==> config.mk <==
export PLATFORM = sky130hd
export DESIGN_NAME = framer_event_irq
export DESIGN_NICKNAME = d
export VERILOG_FILES = /design/src/hdl/framer_irq_pkg.sv /design/src/hdl/framer_event_irq.sv
export VERILOG_INCLUDE_DIRS = /design/src /design/src/hdl
export SDC_FILE = /design/constraint.sdc
export NUM_CORES = 1
export LEC_CHECK = 0
export ABC_CLOCK_PERIOD_IN_PS = 2800
export BUFFER_PORTS_ARGS = -buffer_cell sky130_fd_sc_hd__buf_4
export CORE_MARGIN = 2
export CORE_UTILIZATION = 45
export CTS_CLUSTER_DIAMETER = 150
export DETAILED_ROUTE_END_ITERATION = 16
export SYNTH_ARGS = -nofsm -noshare
export SYNTH_HDL_FRONTEND = slang
export SYNTH_SLANG_ARGS = --single-unit
==> constraint.sdc <==
create_clock -name core_clk_i -period 2.8 [get_ports core_clk_i]
set_clock_uncertainty 0.15 [all_clocks]
set_input_delay 0.14 -clock core_clk_i [delete_from_list [all_inputs] [get_ports core_clk_i]]
set_output_delay 0.14 -clock core_clk_i [all_outputs]
set_load 0.005 [all_outputs]
==> src/hdl/framer_irq_regs.svh <==
// Register offsets, field positions and reset values of the framer event interrupt block
`ifndef FRAMER_IRQ_REGS_SVH
`define FRAMER_IRQ_REGS_SVH

// ----------------------------------------------------------------------
// Register offsets
// ----------------------------------------------------------------------
`define REG_EVENT_STATUS   8'h00
`define REG_EVENT_ENABLE   8'h01
`define REG_EVENT_CLEAR    8'h02
`define REG_SIG_CHG_0      8'h03
`define REG_SIG_CHG_1      8'h04
`define REG_SIG_CHG_2      8'h05
`define REG_SIG_CHG_3      8'h06
`define REG_FRAMER_CTRL    8'h07

// ----------------------------------------------------------------------
// Event bit positions
// ----------------------------------------------------------------------
`define EV_CAS_MF          7
`define EV_NATIONAL        6
`define EV_SIGNALING       5
`define EV_ALIGN_MOVE      4
`define EV_OOF             3
`define EV_MIMIC           2
`define EV_CRC4            1
`define EV_FAS_ERR         0

// ----------------------------------------------------------------------
// Reset values and sizes
// ----------------------------------------------------------------------
`define EVENT_ENABLE_RST   8'h00
`define EVENT_STATUS_RST   8'h00
`define FRAMER_CTRL_RST    8'h00
`define CTRL_CAS_ON_BIT    0
`define SIG_CHANNELS       30
`define SIG_CHG_RST        32'h0000_0000

`endif

==> src/hdl/framer_irq_pkg.sv <==
// Types shared by the framer event interrupt block
package framer_irq_pkg;

  // Raw indications from the receive framer detectors
  typedef struct packed {
    logic        cas_mf_lost;
    logic [4:0]  national_bits;
    logic        sig_valid;
    logic [4:0]  sig_channel;
    logic [3:0]  sig_abcd;
    logic        align_move;
    logic        oof;
    logic        mimic;
    logic        crc4_error;
    logic        fas_error;
  } framer_ind_t;

  // Register bus request
  typedef struct packed {
    logic [7:0]  addr;
    logic [7:0]  wdata;
    logic        wr;
    logic        rd;
  } reg_req_t;

endpackage

==> src/hdl/framer_event_irq.sv <==
// Receive E1 framer event interrupt enable, status and signaling change logging
//
// The placing of the registers and the address-and-strobe port were left to the implementer.
`timescale 1ns/10ps
`include "framer_irq_regs.svh"

module framer_event_irq
  import framer_irq_pkg::*;
#(
  parameter int SIG_CH = `SIG_CHANNELS
)
(
  // Clock and reset
  input  wire logic        core_clk_i,
  input  wire logic        resetn_i,
  // Detector indications from the receive framer
  input  wire framer_ind_t ind_i,
  // Register port
  input  wire reg_req_t    req_i,
  output logic [7:0]       rdata_o,
  // Interrupt
  output logic             irq_o
);

  // ----------------------------------------------------------------------
  // Registers
  // ----------------------------------------------------------------------
  logic [7:0]        framer_event_enable;
  logic [7:0]        event_status;
  logic [7:0]        framer_ctrl;
  logic [31:0]       sig_changed;
  logic              cas_mf_q;
  logic              oof_q;
  logic [4:0]        national_q;
  logic [3:0]        abcd_q [SIG_CH];
  logic              ind_primed;
  logic [7:0]        rdata;

  // ----------------------------------------------------------------------
  // Decode
  // ----------------------------------------------------------------------
  wire wr_enable  = req_i.wr && (req_i.addr == `REG_EVENT_ENABLE);
  wire wr_clear   = req_i.wr && (req_i.addr == `REG_EVENT_CLEAR);
  wire wr_ctrl    = req_i.wr && (req_i.addr == `REG_FRAMER_CTRL);
  wire rd_status  = req_i.rd && (req_i.addr == `REG_EVENT_STATUS);
  wire rd_sig0    = req_i.rd && (req_i.addr == `REG_SIG_CHG_0);
  wire rd_sig1    = req_i.rd && (req_i.addr == `REG_SIG_CHG_1);
  wire rd_sig2    = req_i.rd && (req_i.addr == `REG_SIG_CHG_2);
  wire rd_sig3    = req_i.rd && (req_i.addr == `REG_SIG_CHG_3);
  wire cas_on     = framer_ctrl[`CTRL_CAS_ON_BIT];

  // ----------------------------------------------------------------------
  // Event detection
  // ----------------------------------------------------------------------
  // Edges are ignored until the first sample is taken, so reset release raises nothing
  wire ev_cas_mf  = ind_primed && (ind_i.cas_mf_lost != cas_mf_q);
  wire ev_nat     = ind_primed && (ind_i.national_bits != national_q);
  wire ev_oof     = ind_primed && (ind_i.oof != oof_q);
  wire ch_ok      = ind_i.sig_valid && (int'(ind_i.sig_channel) < SIG_CH);
  wire ev_sig     = cas_on && ch_ok
                    && (ind_i.sig_abcd != abcd_q[ind_i.sig_channel]);

  logic [7:0] events;
  assign events[`EV_CAS_MF]     = ev_cas_mf;
  assign events[`EV_NATIONAL]   = ev_nat;
  assign events[`EV_SIGNALING]  = ev_sig;
  assign events[`EV_ALIGN_MOVE] = ind_i.align_move;
  assign events[`EV_OOF]        = ev_oof;
  assign events[`EV_MIMIC]      = ind_i.mimic;
  assign events[`EV_CRC4]       = ind_i.crc4_error;
  // Independent of the out of frame state: an errored bit is not a sync loss
  assign events[`EV_FAS_ERR]    = ind_i.fas_error;

  // Set wins over a read or write clear in the same cycle
  wire [7:0]  clr_mask          = rd_status ? 8'hFF : (wr_clear ? req_i.wdata : 8'h00);
  wire [7:0]  next_event_status = (event_status & ~clr_mask) | events;

  wire [31:0] sig_set  = ev_sig ? (32'h0000_0001 << ind_i.sig_channel) : 32'h0000_0000;
  wire [31:0] sig_clr  = {rd_sig3 ? 8'hFF : 8'h00, rd_sig2 ? 8'hFF : 8'h00,
                          rd_sig1 ? 8'hFF : 8'h00, rd_sig0 ? 8'hFF : 8'h00};
  wire [31:0] next_sig_changed = (sig_changed & ~sig_clr) | sig_set;

  // ----------------------------------------------------------------------
  // Read mux
  // ----------------------------------------------------------------------
  always_comb
  begin
    unique case (req_i.addr)
      `REG_EVENT_STATUS: rdata = event_status;
      `REG_EVENT_ENABLE: rdata = framer_event_enable;
      `REG_SIG_CHG_0:    rdata = sig_changed[7:0];
      `REG_SIG_CHG_1:    rdata = sig_changed[15:8];
      `REG_SIG_CHG_2:    rdata = sig_changed[23:16];
      `REG_SIG_CHG_3:    rdata = sig_changed[31:24];
      `REG_FRAMER_CTRL:  rdata = framer_ctrl;
      default:           rdata = 8'h00;
    endcase
  end

  // ----------------------------------------------------------------------
  // Control and status
  // ----------------------------------------------------------------------
  always_ff @(posedge core_clk_i)
  begin
    if (!resetn_i)
    begin
      framer_event_enable <= `EVENT_ENABLE_RST;
      framer_ctrl         <= `FRAMER_CTRL_RST;
      event_status        <= `EVENT_STATUS_RST;
      sig_changed         <= `SIG_CHG_RST;
      rdata_o             <= 8'h00;
      irq_o               <= 1'b0;
    end
    else
    begin
      if (wr_enable)
        framer_event_enable <= req_i.wdata;
      if (wr_ctrl)
        framer_ctrl <= req_i.wdata;
      event_status <= next_event_status;
      sig_changed  <= next_sig_changed;
      rdata_o      <= req_i.rd ? rdata : 8'h00;
      irq_o        <= |(next_event_status & framer_event_enable);
    end
  end

  // ----------------------------------------------------------------------
  // Previous indication samples
  // ----------------------------------------------------------------------
  always_ff @(posedge core_clk_i)
  begin
    if (!resetn_i)
    begin
      ind_primed <= 1'b0;
      cas_mf_q   <= 1'b0;
      oof_q      <= 1'b0;
      national_q <= 5'h00;
    end
    else
    begin
      ind_primed <= 1'b1;
      cas_mf_q   <= ind_i.cas_mf_lost;
      oof_q      <= ind_i.oof;
      national_q <= ind_i.national_bits;
    end
  end

  // Last seen ABCD per channel; a RAM-like array, so no reset
  always_ff @(posedge core_clk_i)
  begin
    if (ch_ok)
      abcd_q[ind_i.sig_channel] <= ind_i.sig_abcd;
  end

endmodule

==> results.toml, run 1 <==
[die]
die_h_um = 138
initial_core_util_pct = 45.5
rows = 49
io_pins = 50
core_area_um2 = 17800
dieArea_um2 = 19100
dieWidth_um = 138

[critical_path]
r2r-start = "abcd_q[16][3]"
crit_fanout = 23
worst_ep_required_time_ns = 2.97
startpoint_type = "flop"
regToRegEndpoint = "irq_o"
rr_worst_depth = 8
cp.arrival_ns = 2.65
ff2ff_setup_slack_ns = 0.32
crit_start = "abcd_q[16][3]"
cp-end-kind = "flop"
path_class = "reg2reg"

[yosys]
netlist_top_cells_area = "edfxtp_1 44%, dfxtp_1 18%, mux4_2 5.8%"
postSynthCellCount = 633
synthArstFlopShare_pct = 0
yosysTopAreaCell = "edfxtp_1"
yosysUniqueCellTypes = 56
syn_area_um2 = 8110
ys_ff_latch = 193
yosysMostFrequentCell = "edfxtp_1"
avgSynthCellArea_um2 = 12.8
synth_edf_count = 120
synth.yosys.warnings = 0
synthesis.nets = 674
synthFlopType = "edfxtp_1"
seq_area_frac_synth_pct = 62.4
synth_commonest_cells = "120 x edfxtp_1, 73 x dfxtp_1, 61 x nor2_1"
synth_top_area_share_pct = 44.4

[clock_network]
tritoncts = "built"
cts_resized = 0
clk_latency_ns = 0.44
cts.clk_slew.worst_paths_ns = 0.07
htree_num_levels = 4
clockBufferDepth = 2
cts_buffers = 17
root_buffer = "clkbuf_16"
cts_num_sinks = 193

[final_layout]
stdcell_count = 960
area_growth_pct = 19.0
nets = 759
final_layout_size_suffix_gt1_share_pct = 19.6
diodes = 0

[job]
maxCapViolCount = 0

[timing]
setup_viol = 0
drv_slew = 0
period_share_pct = 88.6
relSlewSlack_pct = 39.3
setup_ws_ns = 0.320
hold_violations = 0
period_minus_slack_ns = 2.48
fmax_ghz = 0.403
rsz0062_at_grt = "no"
worst_pin_slew_ns = 0.898

[power_and_ir_drop]
p_leak_nw = 3.30
ir_drop_uv = 443
power.density_nw_per_um2 = 603

[grt]
grt_use_total_pct = 20.5
antenna_found_initial = 0
grt_pass1_wl_um = 30500
grt_overflow = 0
grt_pass1_vias = 5571
grt_max_degree = 38

[worst_hold_path]
hold_class = "in2reg"
hp-start = "ind_i[13]"
whs_endpoint = "event_status[5]"
hold_depth = 3

[routing]
vias_per_cell = 5.84
wire_per_inst_um = 20.1
drtPass1Iterations = 5
ant_nets = 0
vias = 5602
dr.first_iter.drc_count = 467
wirelength_um = 19300
drc = 0

[placed_design]
gp_congestion = 0.863
numPortBuffers = 49
pre_cts_slack_ns = -0.0170
dp_cells = 898
post-dp-hpwl_um = 13300

[status]
status = "finished clean"
state kept, by name, indices dropped and copies added, names as in the netlist:
signal and cells:
cas_mf_q 1, event_status 8, irq_o 1, framer_event_enable 8
national_q 5, sig_changed 32, rdata_o 8, abcd_q 120
ind_primed 1, framer_ctrl 8, oof_q 1
where the power goes:
part           internal, mW  switching (mW)
logic                 0.185           0.251
registers              3.05          0.0152
clock network          1.24            1.08
total                  4.48            1.34
routing by layer:
metal / vias up / GRT usage (%) / share of wire [%]
met5: - / 0 / 0
met2: 219 / 32.3 / 48
li1: 2595 / - / -
met1: 2760 / 28.2 / 44
met3: 28 / 4.05 / 5.9
met4: 0 / 8.06 / 2.1
how the worst max path moves through the flow:
stage | depth (start not counted) | endpoint
after floorplan | 9 | abcd_q[16][0]
after global placement | 10 | irq_o
after detailed placement | 10 | irq_o
after CTS | 8 | irq_o
after global routing | 8 | irq_o
final | 8 | irq_o
metrics by stage:
| step | hold WS [ns] | utilization, % | cell area, µm² | TNS, ns | total power, mW |
|---|---|---|---|---|---|
| 3_5_place_dp | 0.216 | 49.3 | 8790 | -0.0170 | 3.53 |
| 2_1_floorplan | 0.0177 | - | 8110 | 0 | 3.35 |
| 4_1_cts | 0.0224 | 54.1 | 9660 | 0 | 5.85 |
| 5_1_grt | 0.0707 | 54.1 | 9660 | 0 | 6.00 |
| 6_report | 0.0396 | 54.1 | 9660 | 0 | 5.82 |
| 3_3_place_gp | 0.209 | 49.3 | 8790 | 0 | 3.52 |
layout make-up:
cell class                 instances  area (µm²)
fill                            1500        8190
timing repair buffer             102         866
clock inverter                    13         128
clock buffer                      19         433
inverter                           8        30.0
multi-input combinational        396        2850
sequential                       193        5060
tap                              229         287
worst max-delay path: stages (launching register included):
cell and delay, ns:
edfxtp_1 0.38, mux4_2 0.47, o211ai_1 0.25, buf_4 0.18, a22oi_1 0.07, xnor2_1 0.23
nand4_2 0.16, buf_12 0.19, a221o_1 0.29
cells in the final DEF, fill, tap and decap left out, types with 7 or more instances in the layout:
cell type        n
dlygate4sd3_1   30
a21oi_1         31
mux2i_1         24
clkbuf_16       17
a22oi_1         17
o21ai_0         14
nor3_1          22
buf_4           70
dfxtp_1         73
mux4_2          21
inv_1            7
a31oi_1         11
nor2_1          61
nand2_1         44
mux2_2          12
edfxtp_1       120
and2_1          13
a22o_1          12
a32o_1           9
nand3_1         28
repair_timing:
action,CTS,global route
hold endpoints to repair,134,0
buffers inserted,0,0
hold buffers,30,0
cell families (layout without fill, tap and decap cells):
group	count (synthesis)	after routing	share of synthesized area (%)
compound gates	123	123	10.9
xor+xnor	11	11	1.19
buf+inv	44	142	2.48
flops	193	193	62.4
mux	61	61	11.0
simple gates	201	201	12.0
(Power assumes the default switching activity.)
==> inputs of run 2 (changes only) <==
--- a/config.mk
+++ b/config.mk
@@ -6,7 +6,7 @@
 export SDC_FILE = /design/constraint.sdc
 export NUM_CORES = 1
 export LEC_CHECK = 0
-export ABC_CLOCK_PERIOD_IN_PS = 2800
+export ABC_CLOCK_PERIOD_IN_PS = 2100
 export BUFFER_PORTS_ARGS = -buffer_cell sky130_fd_sc_hd__buf_4
 export CORE_MARGIN = 2
 export CORE_UTILIZATION = 45
==> constraint.sdc (replaced) <==
create_clock -name core_clk_i -period 2.1 [get_ports core_clk_i]
set_clock_uncertainty 0.15 [all_clocks]
set_input_delay 0.105 -clock core_clk_i [delete_from_list [all_inputs] [get_ports core_clk_i]]
set_output_delay 0.105 -clock core_clk_i [all_outputs]
set_load 0.005 [all_outputs]
==> run 2 against run 1 <==
  * The flow now finishes with violations (negative setup slack)
  * Register-to-register slack worse by 0.70 ns
  * Die area unchanged
  * Maximum frequency up 0.12%
  * Non-clock buffer count up 67
  * Cell count up 7.0%
  * Setup slack worse by 0.70 ns
  * Utilization up 3.4 points
  * Global-route usage up 1.4 points
  * Sequential share of layout area down 3.1 points
  * Hold slack better by 0.056 ns
  * Highest routed layer unchanged
==> results.toml, run 2 (same netlist as run 1, synthesis figures left out) <==
[placed_design]
gp_congestion = 0.897
numPortBuffers = 49
pre_cts_slack_ns = -0.567
post-dp-hpwl_um = 14700
dp_cells = 959
place_area_um2 = 9330

[final_layout]
mostFrequentLayoutCells = "128 x buf_4, 120 x edfxtp_1, 73 x dfxtp_1"
diodes = 0
largest_reg_flops = 120
mostFrequentLayoutCell = "buf_4"
stdcell_count = 1027
nFillCells = 1459
area_growth_pct = 26.6
top_regs = "abcd_q (120), sig_changed (32)"
top_register = "abcd_q"
nets = 826
final_cell_area_um2 = 10300
final_layout_size_suffix_gt1_share_pct = 28.7

[clock_network]
cts_buffers = 17
clockBufferDepth = 2
clk_latency_ns = 0.42
tritoncts = "built"
cts_num_sinks = 193
cts.clk_slew.worst_paths_ns = 0.07
root_buffer = "clkbuf_16"
htree_num_levels = 4

[routing]
drc = 0
wirelength_um = 20700
vias = 5826
ant_nets = 0
dr.first_iter.drc_count = 518
drtPass1Iterations = 7
vias_per_cell = 5.67
wire_per_inst_um = 20.1

[critical_path]
startpoint_type = "flop"
path_class = "reg2reg"
ff2ff_setup_slack_ns = -0.38
crit_fanout = 23
cp-end-kind = "flop"
worst_ep_required_time_ns = 2.26
cp.arrival_ns = 2.64
crit_start = "abcd_q[17][2]"
r2r-start = "abcd_q[17][2]"

[die]
initial_core_util_pct = 45.5
dieArea_um2 = 19100
die_h_um = 138
io_pins = 50
dieWidth_um = 138
rows = 49
core_area_um2 = 17800

[timing]
relSlewSlack_pct = 48.2
drv_slew = 0
fin_setup_tns_ns = -9.38
rsz0062_at_grt = "yes"
period_share_pct = 118
period_minus_slack_ns = 2.48
fmax_ghz = 0.404
setup_ws_ns = -0.377
setup_viol = 32
hold_violations = 0
worst_pin_slew_ns = 0.778
timing.hold.ws_ns = 0.0951

[worst_hold_path]
hold_class = "in2reg"
hp-start = "req_i[12]"

[grt]
grt_overflow = 0
grt_pass1_wl_um = 32600
antenna_found_initial = 0
grt_pass1_vias = 5896
grt_max_degree = 32
grt_use_total_pct = 21.9

[status]
violations = "negative setup slack"
status = "complete, but fails checks"

[power_and_ir_drop]
p_leak_nw = 3.69
ir_drop_uv = 585
power.density_nw_per_um2 = 745

[job]
maxCapViolCount = 0
## run 2: cell types whose count changed in the layout (fill, tap and decap cells not counted), sizes merged
cell / delta
bufinv: -1
dlygate4sd3: +4
clkinvlp: +1
buf: +63
clkinv: -1
inv: +1
## run 2: layer usage
layer,wire [µm],part of all wire [%],GRT usage [%]
met3,1210,5.9,4.75
met2,9930,48,35.3
met4,377,1.8,6.39
met5,0,0,0
met1,9160,44,30.1
## run 2: critical path: stages (launching register included)
cell      delay, ns
edfxtp_1       0.38
mux4_2         0.48
o211ai_1       0.39
a22oi_2        0.13
xnor2_2        0.21
nand4_2        0.15
buf_12         0.19
a221o_1        0.28
## run 2: layout make-up
class	instances	area [µm²]	share of cell area, %
multi-input cells	396	2940	28.6
well taps	229	287	2.79
clock buffers	19	443	4.31
repair buffers	169	1430	13.9
flip-flops and latches	193	5060	49.3
clock inverters	13	75.1	0.731
inverters	8	30.0	0.292
## run 2: final timing paths
path,endpoint,cells after the start
hold / removal,rdata_o[3],4
hold reg to reg,sig_changed[18],2
setup / recovery,irq_o,7
setup reg to reg,irq_o,7
## run 2: repair_timing
item / 4_1_cts / 5_1_grt
pin swaps: 15 / 4
hold buffers: 35 / 0
hold endpoints to repair: 155 / 0
setup buffers: 1 / 0
endpoints found under the setup margin: 32 / 32
resized for setup: 12 / 8
## run 2: metrics by stage
stage	util [%]	total power, mW
2_1_floorplan	-	4.48
3_3_place_gp	52.3	4.77
3_5_place_dp	52.3	4.78
4_1_cts	57.4	7.69
5_1_grt	57.6	7.90
6_report	57.6	7.65
## run 2: where the power goes
part	internal, mW	leakage [nW]	switching (mW)
Sequential	4.07	1.67	0.0225
Combinational	0.320	1.75	0.364
Clock	1.53	0.268	1.35
